<file path="src/ihap_pkg.sv">
// shared constants, types and helpers of the isa host access port
// Functional notes
// - accept byte or word transfers in io and memory space over a 16-bit datapath
// - memory mode reads are random in the first 118 frame bytes, then sequential
// - memory mode decodes one 4-kbyte block aligned to X000h, space base at start
// - io mode after reset; memory enable bit A opens memory mode
// - memory cycles complete without extra wait states
// - memory access needs address in range, chip select low and a strobe low
// - 24-bit mapping: external la decode, base at 002Ch, select bit 9 set
// - first megabyte mapping: chip select tied low, select bit 9 cleared
// - command at 0144h then length at 0146h; bad length sets bid error bit 7
// - host writes the frame once bus status bit 8 shows transmit ready now
// - host reads the event queue at 0120h
// - io mode always on: eight 16-bit ports over 16 byte locations
// - io base resets to 300h and can move to any XXX0h
// - io ports: frame data 0h and 2h, command 4h and length 6h write only
// - io ports: event queue 8h read only, pointer Ah, register data Ch and Eh
// - pointer bits 0-B address, C-E read 011b, bit F auto increments
// - data port 0 carries words; ports 0 and 1 pair for 32 bits, low word first
package ihap_pkg;
    // ------------------------------------------------------------
    // io port offsets
    // ------------------------------------------------------------
    localparam logic [3:0] IO_DATA0 = 4'h0;
    localparam logic [3:0] IO_DATA1 = 4'h2;
    localparam logic [3:0] IO_TX_CMD = 4'h4;
    localparam logic [3:0] IO_TX_LEN = 4'h6;
    localparam logic [3:0] IO_EVQ = 4'h8;
    localparam logic [3:0] IO_PTR = 4'ha;
    localparam logic [3:0] IO_REG0 = 4'hc;
    localparam logic [3:0] IO_REG1 = 4'he;
    // ------------------------------------------------------------
    // register space offsets
    // ------------------------------------------------------------
    localparam logic [11:0] SP_MEM_BASE_LO = 12'h02c;
    localparam logic [11:0] SP_MEM_BASE_HI = 12'h02e;
    localparam logic [11:0] SP_EVQ = 12'h120;
    localparam logic [11:0] SP_BUS_ST = 12'h138;
    localparam logic [11:0] SP_TX_CMD = 12'h144;
    localparam logic [11:0] SP_TX_LEN = 12'h146;
    localparam logic [11:0] SP_BUS_CTL = 12'h3f0;
    localparam logic [11:0] SP_SELF_ST = 12'h3f2;
    localparam logic [11:0] SP_RX_STAT = 12'h400;
    localparam logic [11:0] SP_RX_LEN = 12'h402;
    localparam logic [11:0] SP_RX_FRAME = 12'h404;
    localparam logic [11:0] SP_TX_FRAME = 12'ha00;
    localparam logic [11:0] RX_RANDOM_BYTES = 12'd118;
    localparam logic [11:0] SP_RX_RAND_END = SP_RX_FRAME + RX_RANDOM_BYTES;
    // ------------------------------------------------------------
    // field positions and values
    // ------------------------------------------------------------
    localparam int BC_SYS_ADDR = 9;
    localparam int BC_MEM_EN = 10;
    localparam int BS_BID_ERR = 7;
    localparam int BS_TX_RDY = 8;
    localparam int SS_INIT_DONE = 7;
    localparam int SS_EXT_LOGIC = 11;
    localparam int PTR_AUTOINC = 15;
    localparam logic [2:0] PTR_FIXED = 3'h3;
    localparam logic [15:0] LEN_MIN = 16'h0004;
    localparam logic [15:0] LEN_MAX = 16'h05ee;
    localparam logic [11:0] PTR_STEP = 12'h002;
    localparam logic [10:0] RX_STEP_WORD = 11'h002;
    localparam logic [10:0] RX_STEP_BYTE = 11'h001;
    localparam logic [15:0] IO_BASE_RST = 16'h0300;
    localparam logic [15:0] BUS_CTL_RST = 16'h0000;
    // ------------------------------------------------------------
    // types
    // ------------------------------------------------------------
    typedef enum logic [1:0] {
        ST_IDLE = 2'b01,
        ST_ACT = 2'b10
    } ihap_state_t;
    typedef struct packed {
        ihap_state_t st;
        logic [15:0] io_base;
        logic [15:0] bus_ctl;
        logic [23:0] mem_base;
        logic [15:0] ptr;
        logic [10:0] rx_seq;
        logic bid_err;
        logic rd;
        logic [15:0] sd;
        logic tx_wr;
        logic [1:0] tx_be;
        logic [15:0] tx_data;
        logic tx_bid;
        logic [15:0] tx_cmd;
        logic [15:0] tx_len;
        logic reg_wr;
        logic [11:0] reg_waddr;
        logic [1:0] reg_be;
        logic [15:0] reg_wdata;
    } ihap_regs_t;
    localparam ihap_regs_t REGS_RST = '{st: ST_IDLE, io_base: IO_BASE_RST, bus_ctl: BUS_CTL_RST, default: '0};
    // ------------------------------------------------------------
    // helpers
    // ------------------------------------------------------------
    // swap byte lanes for an 8-bit host on an odd address
    function automatic logic [15:0] ihap_swap(input logic [15:0] d, input logic s);
        ihap_swap = s ? {d[7:0], d[15:8]} : d;
    endfunction
    // merge written byte lanes into an old word
    function automatic logic [15:0] ihap_merge(input logic [15:0] o, input logic [15:0] n, input logic [1:0] be);
        ihap_merge = {be[1] ? n[15:8] : o[15:8], be[0] ? n[7:0] : o[7:0]};
    endfunction
endpackage

</file>
<file path="src/ihap_dec_if.sv">
// decode signals passed between the top and the address decoder
`timescale 1ns/10ps
interface ihap_dec_if;
    logic [19:0] sa;
    logic [15:0] io_base;
    logic [23:0] mem_base;
    logic mem_en;
    logic aen;
    logic io_strobe;
    logic mem_strobe;
    logic cs_n;
    logic io_hit;
    logic mem_hit;
    logic [3:0] port;
    logic [11:0] space;
    modport dec (input sa, io_base, mem_base, mem_en, aen, io_strobe, mem_strobe, cs_n,
                 output io_hit, mem_hit, port, space);
    modport core (output sa, io_base, mem_base, mem_en, aen, io_strobe, mem_strobe, cs_n,
                  input io_hit, mem_hit, port, space);
endinterface

</file>
<file path="src/ihap_decode.sv">
// address decoder for io and memory cycles
`timescale 1ns/10ps
module ihap_decode
    import ihap_pkg::*;
(
    // decode view
    ihap_dec_if.dec d
);
    // io cycle: aen low, io strobe low, sa15..4 equal to the io base
    assign d.io_hit = !d.aen && d.io_strobe && (d.sa[15:4] == d.io_base[15:4]);
    // memory cycle: enabled, chip select low, strobe low, block match
    assign d.mem_hit = d.mem_en && !d.cs_n && d.mem_strobe && (d.sa[19:12] == d.mem_base[19:12]);
    // port within the 16 io locations, space offset within the block
    assign d.port = {d.sa[3:1], 1'b0};
    assign d.space = d.sa[11:0];
endmodule

</file>
<file path="src/ihap_top.sv">
// top of the isa host access port: bus cycles, io ports and register space
`timescale 1ns/10ps
module ihap_top
    import ihap_pkg::*;
(
    // clock and reset
    input wire logic clk,
    input wire logic rst,
    // isa bus
    input wire logic [19:0] sa,
    input wire logic [15:0] sd_in,
    output logic [15:0] sd_out,
    output logic sd_oe,
    input wire logic sbhe_n,
    input wire logic aen,
    input wire logic ior_n,
    input wire logic iow_n,
    input wire logic mem_read_strobe_n,
    input wire logic mem_write_strobe_n,
    input wire logic chip_select_n,
    // io base relocation
    input wire logic [15:0] cfg_io_base,
    input wire logic cfg_io_base_load,
    // device status
    input wire logic init_done,
    input wire logic ext_logic_present,
    input wire logic transmit_ready_now,
    // mode
    output logic memory_enable,
    output logic system_address_select,
    // receive frame buffer
    output logic rx_rd,
    output logic [10:0] rx_addr,
    input wire logic [15:0] rx_rdata,
    input wire logic rx_frame_new,
    // transmit frame buffer
    output logic tx_wr,
    output logic [1:0] tx_be,
    output logic [15:0] tx_data,
    // transmit bid
    output logic tx_bid,
    output logic [15:0] tx_cmd,
    output logic [15:0] tx_len,
    // event queue
    output logic evq_rd,
    input wire logic [15:0] evq_data,
    // internal register space
    output logic reg_rd,
    output logic [11:0] reg_raddr,
    input wire logic [15:0] reg_rdata,
    output logic reg_wr,
    output logic [11:0] reg_waddr,
    output logic [1:0] reg_be,
    output logic [15:0] reg_wdata
);
    // ------------------------------------------------------------
    // declarations
    // ------------------------------------------------------------
    ihap_dec_if d ();
    ihap_regs_t r_q;
    ihap_regs_t r_d;
    logic take;
    logic is_rd;
    logic odd8;
    logic wide;
    logic [1:0] be;
    logic [15:0] wdat;
    logic [15:0] rdat;
    logic [11:0] space;
    logic [11:0] ptr_addr;
    logic io_ptr_sel;
    logic reg_port;
    logic rx_win;
    logic tx_win;
    logic rx_area;
    logic rx_rand;
    logic [10:0] rx_off;
    logic [15:0] len_new;
    logic len_ok;
    logic [15:0] base_hi;
    logic [15:0] bus_st;
    logic [15:0] self_st;
    logic rd_strobe;

    // ------------------------------------------------------------
    // address decoder
    // ------------------------------------------------------------
    // feed the decoder from pins and mode registers
    assign d.sa = sa;
    assign d.io_base = r_q.io_base;
    assign d.mem_base = r_q.mem_base;
    assign d.mem_en = r_q.bus_ctl[BC_MEM_EN];
    assign d.aen = aen;
    assign d.io_strobe = !ior_n || !iow_n;
    assign d.mem_strobe = !mem_read_strobe_n || !mem_write_strobe_n;
    assign d.cs_n = chip_select_n;

    ihap_decode u_dec (
        .d(d)
    );

    // ------------------------------------------------------------
    // access view
    // ------------------------------------------------------------
    // classify the cycle and map io ports onto register space
    always_comb begin
        take = (r_q.st == ST_IDLE) && (d.mem_hit || d.io_hit);
        is_rd = d.mem_hit ? !mem_read_strobe_n : !ior_n;
        be = {!sbhe_n || sa[0], !sa[0]};
        wide = (be == 2'b11);
        odd8 = sa[0] && sbhe_n; // 8-bit host moves the odd byte on the low lane
        wdat = ihap_swap(sd_in, odd8);
        ptr_addr = r_q.ptr[11:0];
        io_ptr_sel = !d.mem_hit && (d.port == IO_PTR);
        reg_port = !d.mem_hit && ((d.port == IO_REG0) || (d.port == IO_REG1));
        space = d.space;
        if (!d.mem_hit) begin
            unique case (d.port)
                IO_DATA0, IO_DATA1: space = is_rd ? SP_RX_STAT : SP_TX_FRAME;
                IO_TX_CMD: space = SP_TX_CMD;
                IO_TX_LEN: space = SP_TX_LEN;
                IO_EVQ: space = SP_EVQ;
                IO_PTR: space = ptr_addr;
                IO_REG0: space = ptr_addr;
                IO_REG1: space = r_q.ptr[PTR_AUTOINC] ? ptr_addr : ptr_addr + PTR_STEP;
            endcase
        end
        rx_win = (space >= SP_RX_STAT) && (space < SP_TX_FRAME);
        tx_win = (space >= SP_TX_FRAME);
        rx_area = rx_win && is_rd && !io_ptr_sel;
        rx_rand = d.mem_hit && (space < SP_RX_RAND_END);
        rx_off = rx_rand ? 11'(space - SP_RX_STAT) : r_q.rx_seq;
        len_new = ihap_merge(r_q.tx_len, wdat, be);
        len_ok = (len_new >= LEN_MIN) && (len_new <= LEN_MAX);
        base_hi = ihap_merge({8'h00, r_q.mem_base[23:16]}, wdat, be);
    end

    // status words built from live device state
    always_comb begin
        bus_st = 16'h0000;
        bus_st[BS_BID_ERR] = r_q.bid_err;
        bus_st[BS_TX_RDY] = transmit_ready_now;
        self_st = 16'h0000;
        self_st[SS_INIT_DONE] = init_done;
        self_st[SS_EXT_LOGIC] = ext_logic_present;
    end

    // ------------------------------------------------------------
    // read path
    // ------------------------------------------------------------
    // select read data and issue read strobes to the owners
    always_comb begin
        rdat = 16'h0000;
        rx_rd = 1'b0;
        evq_rd = 1'b0;
        reg_rd = 1'b0;
        if (io_ptr_sel) begin
            rdat = {r_q.ptr[PTR_AUTOINC], PTR_FIXED, r_q.ptr[11:0]};
        end else if (rx_area) begin
            rdat = rx_rdata;
            rx_rd = take && is_rd;
        end else if (!tx_win && !rx_win) begin
            unique case (space)
                SP_EVQ: begin
                    rdat = evq_data;
                    evq_rd = take && is_rd;
                end
                SP_BUS_ST: rdat = bus_st;
                SP_SELF_ST: rdat = self_st;
                SP_BUS_CTL: rdat = r_q.bus_ctl;
                SP_MEM_BASE_LO: rdat = r_q.mem_base[15:0];
                SP_MEM_BASE_HI: rdat = {8'h00, r_q.mem_base[23:16]};
                SP_TX_CMD, SP_TX_LEN: rdat = 16'h0000;
                default: begin
                    rdat = reg_rdata;
                    reg_rd = take && is_rd;
                end
            endcase
        end
    end
    assign rx_addr = rx_off;
    assign reg_raddr = space;

    // ------------------------------------------------------------
    // next state
    // ------------------------------------------------------------
    // cycle tracking, writes, pointer stepping and status flags
    always_comb begin
        r_d = r_q;
        r_d.tx_wr = 1'b0;
        r_d.tx_bid = 1'b0;
        r_d.reg_wr = 1'b0;
        unique case (r_q.st)
            ST_IDLE: begin
                if (take) begin
                    r_d.st = ST_ACT;
                end
            end
            ST_ACT: begin
                if (!d.io_strobe && !d.mem_strobe) begin
                    r_d.st = ST_IDLE;
                end
            end
        endcase
        if (take) begin
            r_d.rd = is_rd;
            if (is_rd) begin
                r_d.sd = ihap_swap(rdat, odd8);
            end
            if (rx_area) begin
                r_d.rx_seq = rx_off + (wide ? RX_STEP_WORD : RX_STEP_BYTE);
            end
            if (reg_port && (wide || sa[0]) && r_q.ptr[PTR_AUTOINC]) begin
                r_d.ptr[11:0] = ptr_addr + PTR_STEP;
            end
            if (!is_rd) begin
                if (io_ptr_sel) begin
                    r_d.ptr = ihap_merge(r_q.ptr, wdat, be);
                end else if (tx_win) begin
                    r_d.tx_wr = 1'b1;
                    r_d.tx_be = be;
                    r_d.tx_data = wdat;
                end else if (!rx_win) begin
                    unique case (space)
                        SP_TX_CMD: r_d.tx_cmd = ihap_merge(r_q.tx_cmd, wdat, be);
                        SP_TX_LEN: begin
                            r_d.tx_len = len_new;
                            if (be[1] && len_ok) begin
                                r_d.tx_bid = 1'b1;
                                r_d.bid_err = 1'b0;
                            end else if (be[1]) begin
                                r_d.bid_err = 1'b1;
                            end
                        end
                        SP_BUS_CTL: r_d.bus_ctl = ihap_merge(r_q.bus_ctl, wdat, be);
                        SP_MEM_BASE_LO: r_d.mem_base[15:0] = ihap_merge(r_q.mem_base[15:0], wdat, be);
                        SP_MEM_BASE_HI: r_d.mem_base[23:16] = base_hi[7:0];
                        SP_EVQ, SP_BUS_ST, SP_SELF_ST: r_d.reg_wr = 1'b0;
                        default: begin
                            r_d.reg_wr = 1'b1;
                            r_d.reg_waddr = space;
                            r_d.reg_be = be;
                            r_d.reg_wdata = wdat;
                        end
                    endcase
                end
            end
        end
        // a new frame restarts the sequential read position
        if (rx_frame_new) begin
            r_d.rx_seq = 11'h000;
        end
        // relocation keeps the base on a 16-byte boundary
        if (cfg_io_base_load) begin
            r_d.io_base = {cfg_io_base[15:4], 4'h0};
        end
    end

    // state registers
    always_ff @(posedge clk) begin
        if (rst) begin
            r_q <= REGS_RST;
        end else begin
            r_q <= r_d;
        end
    end

    // ------------------------------------------------------------
    // outputs
    // ------------------------------------------------------------
    // read data is driven the cycle after the strobe is taken
    assign rd_strobe = !ior_n || !mem_read_strobe_n;
    assign sd_out = r_q.sd;
    assign sd_oe = (r_q.st == ST_ACT) && r_q.rd && rd_strobe;
    assign memory_enable = r_q.bus_ctl[BC_MEM_EN];
    assign system_address_select = r_q.bus_ctl[BC_SYS_ADDR];
    assign tx_wr = r_q.tx_wr;
    assign tx_be = r_q.tx_be;
    assign tx_data = r_q.tx_data;
    assign tx_bid = r_q.tx_bid;
    assign tx_cmd = r_q.tx_cmd;
    assign tx_len = r_q.tx_len;
    assign reg_wr = r_q.reg_wr;
    assign reg_waddr = r_q.reg_waddr;
    assign reg_be = r_q.reg_be;
    assign reg_wdata = r_q.reg_wdata;

    logic bid_err_seen;
    assign bid_err_seen = r_q.bid_err && !tx_bid && bus_st[BS_BID_ERR];
endmodule

</file>
<file path="config.mk">
export PLATFORM = sky130hd
export DESIGN_NAME = ihap_top
export DESIGN_NICKNAME = d
export VERILOG_FILES = /design/src/ihap_pkg.sv /design/src/ihap_dec_if.sv /design/src/ihap_decode.sv /design/src/ihap_top.sv
export SDC_FILE = /design/constraint.sdc
export NUM_CORES = 1
export LEC_CHECK = 0
export BUFFER_PORTS_ARGS = -buffer_cell sky130_fd_sc_hd__buf_4
export CAP_MARGIN = 20
export CORE_MARGIN = 2
export CORE_UTILIZATION = 50
export CTS_CLUSTER_DIAMETER = 200
export CTS_CLUSTER_SIZE = 28
export DETAILED_ROUTE_END_ITERATION = 10
export GPL_TIMING_DRIVEN = 0
export PLACE_DENSITY_LB_ADDON = 0.05
export SETUP_SLACK_MARGIN = 0.1
export SYNTH_ARGS = -nofsm -noshare
export SYNTH_HDL_FRONTEND = slang
export SYNTH_SLANG_ARGS = --single-unit
</file>
<file path="constraint.sdc">
create_clock -name clk -period 10.55 [get_ports clk]
set_clock_uncertainty 0.2 [all_clocks]
set_input_delay 1.5825 -clock clk [delete_from_list [all_inputs] [get_ports clk]]
set_output_delay 1.5825 -clock clk [all_outputs]
set_load 0.01 [all_outputs]
</file>
==> results.sh <==
export IMPL_status="complete, no violations"
export IMPL_r2r_worst_path_cells=17
export IMPL_clk_pin_slew_worst_paths_ns=0.08
export IMPL_port_buffers=235
export IMPL_dp_cells=1868
export IMPL_yosysSeqAreaShare_pct=33.8
export IMPL_wl_met3_mm=4.44
export IMPL_grt_use_total_pct=35.8
export IMPL_synth_seq_cells=179
export IMPL_die_w_um=150
export IMPL_ctsResizeCount=0
export IMPL_grt_ovfl_total=0
export IMPL_hold_path_class="register to register"
export IMPL_h_tree_depth=4
export IMPL_die_height_um=150
export IMPL_ir_worst_vdd_mv=0.109
export IMPL_dpl_hpwl_mm=31.4
export IMPL_synth_top_area_share_pct=33.8
export IMPL_grt_max_degree=22
export IMPL_cts_setup_buffers=0
export IMPL_dieArea_sq_mm=0.0224
export IMPL_p_switching_mw=0.457
export IMPL_critPathKind="primary input to output port"
export IMPL_routed_wl_mm=40.6
export IMPL_layout_drive_gt1_share_pct=26.3
export IMPL_drt_initial_drc_count=1113
export IMPL_syn_avg_cell_area_sq_um=7.84
export IMPL_final_nets=1730
export IMPL_antenna_found_initial=0
export IMPL_synth_main_ff_cell="dfxtp_1"
export IMPL_clkSinkCount=179
export IMPL_grt_pass1_vias=10205
export IMPL_synth_area_sq_mm=0.0106
export IMPL_routedLengthMet1_mm=17.3
export IMPL_clock_path_buffers=2
export IMPL_synth_distinct_cells=89
export IMPL_required_ns=8.77
export IMPL_syn2layout_area_growth_pct=26.1
export IMPL_wl_met2_mm=17.7
export IMPL_cp_max_fo=10
export IMPL_regArea_sq_mm=0.00358
export IMPL_final_max_slew_viol_count=0
export IMPL_start_util_pct=50.6
export IMPL_startpoint_type="primary input"
export IMPL_yosys_area_top_type="dfxtp_1"
export IMPL_internal_power_mw=1.07
export IMPL_wire_per_inst_um=21.4
export IMPL_fp_coreArea_sq_mm=0.0210
export IMPL_setup_viol=0
export IMPL_worst_slew_pin_slew_ns=1.11
export IMPL_max_cap_violations=0
export IMPL_sequentialPowerShare_pct=44.6
export IMPL_hold_buffers=0
export IMPL_finalHoldViolCount=0
export IMPL_p_per_area_mw_per_mm2=114
export IMPL_layout_cells_non_filler=1900
export IMPL_top_layer="met4"
export IMPL_p_comb_share_pct=11.8
export IMPL_switching_share_pct=30.0
export IMPL_arrival_ns=5.70
export IMPL_netlist_instances=1354
export IMPL_yosys_warnings=0
export IMPL_grt_pass1_wl_mm=60.7
export IMPL_cp_end_kind="output port"
export IMPL_root_buffer="clkbuf_16"
export IMPL_synth_area_leaders="dfxtp_1 34%, mux2i_1 7.5%, buf_4 7.0%, nor2_1 7.0%, nand2_1 5.8%"
export IMPL_ant_nets=0
export IMPL_achievable_frequency_mhz=134
export IMPL_first_pass_iters=5
export IMPL_cts_tree="done"
export IMPL_worstHoldPathCells=2
export IMPL_synth_nets=1472
export IMPL_place_gp_congestion=0.993
export IMPL_rsz0062_at_grt="false"
export IMPL_synthArstFlopShare_pct=0
export IMPL_rows=53
export IMPL_multi_input_area_sq_mm=0.00581
export IMPL_io_pins=242
export IMPL_via_per_inst=5.93
export IMPL_clockPowerShare_pct=43.6
export IMPL_route_detailed_drc=0
export IMPL_max_slew_margin_rel_pct=24.0
export IMPL_tns_ns=0
export IMPL_synth_edf_count=0
export IMPL_period_share_pct=70.9
export IMPL_clock_latency_ns=0.45
export IMPL_antenna_cells=0
export IMPL_via_count=11269
export IMPL_p_leak_nw=5.73
export IMPL_cts_inserted_buffers=17
export IMPL_period_needed_ns=7.48
export IMPL_fill_cells=1907
-- final cells by class --
| class | count | area share, % |
|---|---|---|
| Clock buffer | 17 | 3.18 |
| Multi-Input combinational cell | 959 | 43.4 |
| Timing Repair Buffer | 239 | 13.4 |
| Tap cell | 275 | 2.57 |
| Clock inverter | 15 | 1.50 |
| Inverter | 30 | 0.842 |
| Buffer | 186 | 8.28 |
| Sequential cell | 179 | 26.8 |
-- cells in the final DEF, fill, tap and decap left out, types with 13 or more instances in the layout --
| cell | instances |
|---|---|
| nand2_1 | 165 |
| nor2_1 | 197 |
| o22ai_1 | 22 |
| buf_4 | 338 |
| o21ai_0 | 32 |
| clkbuf_1 | 60 |
| nor3_1 | 21 |
| buf_2 | 23 |
| o21ai_1 | 25 |
| nor2b_1 | 14 |
| clkbuf_16 | 17 |
| nand4_1 | 17 |
| nor4_1 | 18 |
| nand3_1 | 23 |
| xnor2_1 | 13 |
| a21oi_1 | 61 |
| inv_1 | 28 |
| dfxtp_1 | 179 |
| a211oi_1 | 54 |
| xor2_1 | 15 |
| a22oi_1 | 15 |
| mux2i_1 | 80 |
-- final timing paths --
kind	startpoint	endpoint	slack, ns
worst min register to register	sd_out[5]	sd_out[5]	0.25
worst max-delay path	sa[14]	rx_rd	3.07
worst min-delay path	sd_out[5]	sd_out[5]	0.25
worst max register to register	ptr_addr[2]	r_q[109]	4.97
-- per-layer routing --
metal,GRT usage [%],up-vias
met3,7.47,76
met5,0,-
met2,55.3,677
li1,-,5218
met4,11.1,0
met1,50.3,5298
-- metrics by stage --
step	hold WS [ns]	worst slack (ns)	util (%)	cell area, sq um	power [mW]
4_1_cts	0.256	3.22	63.8	13400	1.52
2_1_floorplan	0.226	4.52	-	10600	0.780
5_1_grt	0.278	2.97	63.8	13400	1.57
3_5_place_dp	0.245	3.22	60.8	12700	0.870
3_3_place_gp	0.241	3.26	60.7	12700	0.868
6_report	0.254	3.07	63.8	13400	1.52
-- critical path, stage by stage --
cell and delay, ns:
buf_4 0.13, xor2_1 0.17, nor3_1 0.26, and4_1 0.23
clkbuf_1 0.29, buf_2 0.31, buf_2 0.28, mux2i_1 0.65
and4_1 0.29, buf_2 0.20, nor2b_1 0.16, clkbuf_1 0.40
clkbuf_1 0.50, buf_4 0.22
-- cell usage after synthesis, drive strengths merged (3+ instances only) --
cell type,n
o22ai,23
and4,4
o211ai,7
or3,10
nor2,199
a31oi,5
mux2i,80
or2,7
nor3b,9
nand3b,11
a21o,5
a22o,4
a211o,3
a211oi,56
a32oi,3
a21oi,61
dfxtp,179
nand4,18
mux2,5
nand3,26
nor2b,14
nand4b,6
o311a,3
clkbuf,61
a22oi,15
and3,10
buf,125
o21ai,57
nand2,166
a221oi,11
nor3,24
and2,3
xor2,15
inv,30
xnor2,13
or4,4
ha,3
nor4,18
a2bb2o,3
nand2b,11
o31ai,6
o221a,4
-- power groups by stage --
stage | Sequential [mW] | Combinational [mW] | Clock (mW)
final | 0.681 | 0.179 | 0.665
after global routing | 0.681 | 0.189 | 0.700
after CTS | 0.681 | 0.174 | 0.664
after detailed placement | 0.697 | 0.174 | 0
after global placement | 0.697 | 0.172 | 0
after floorplan | 0.696 | 0.0837 | 0
-- state kept, by name, indices dropped and copies added, names as in the netlist, 12 cells and up --
signal,count
ptr_addr,12
d.mem_base,24
sd_out,16
tx_data,16
d.io_base,12
tx_cmd,16
tx_len,16
reg_waddr,12
r_q,29
reg_wdata,16
-- cell families after synthesis --
family	Yosys count	share of synthesized area (%)
adder cells (fa/ha/maj)	4	0.543
XOR/XNOR	28	2.31
buffers and inverters	216	11.5
multiplexers	85	8.08
flip-flops	179	33.8
AO/OA/AOI/OAI	294	19.1
AND/OR/NAND/NOR	548	24.7
(Power assumes the default switching activity.)
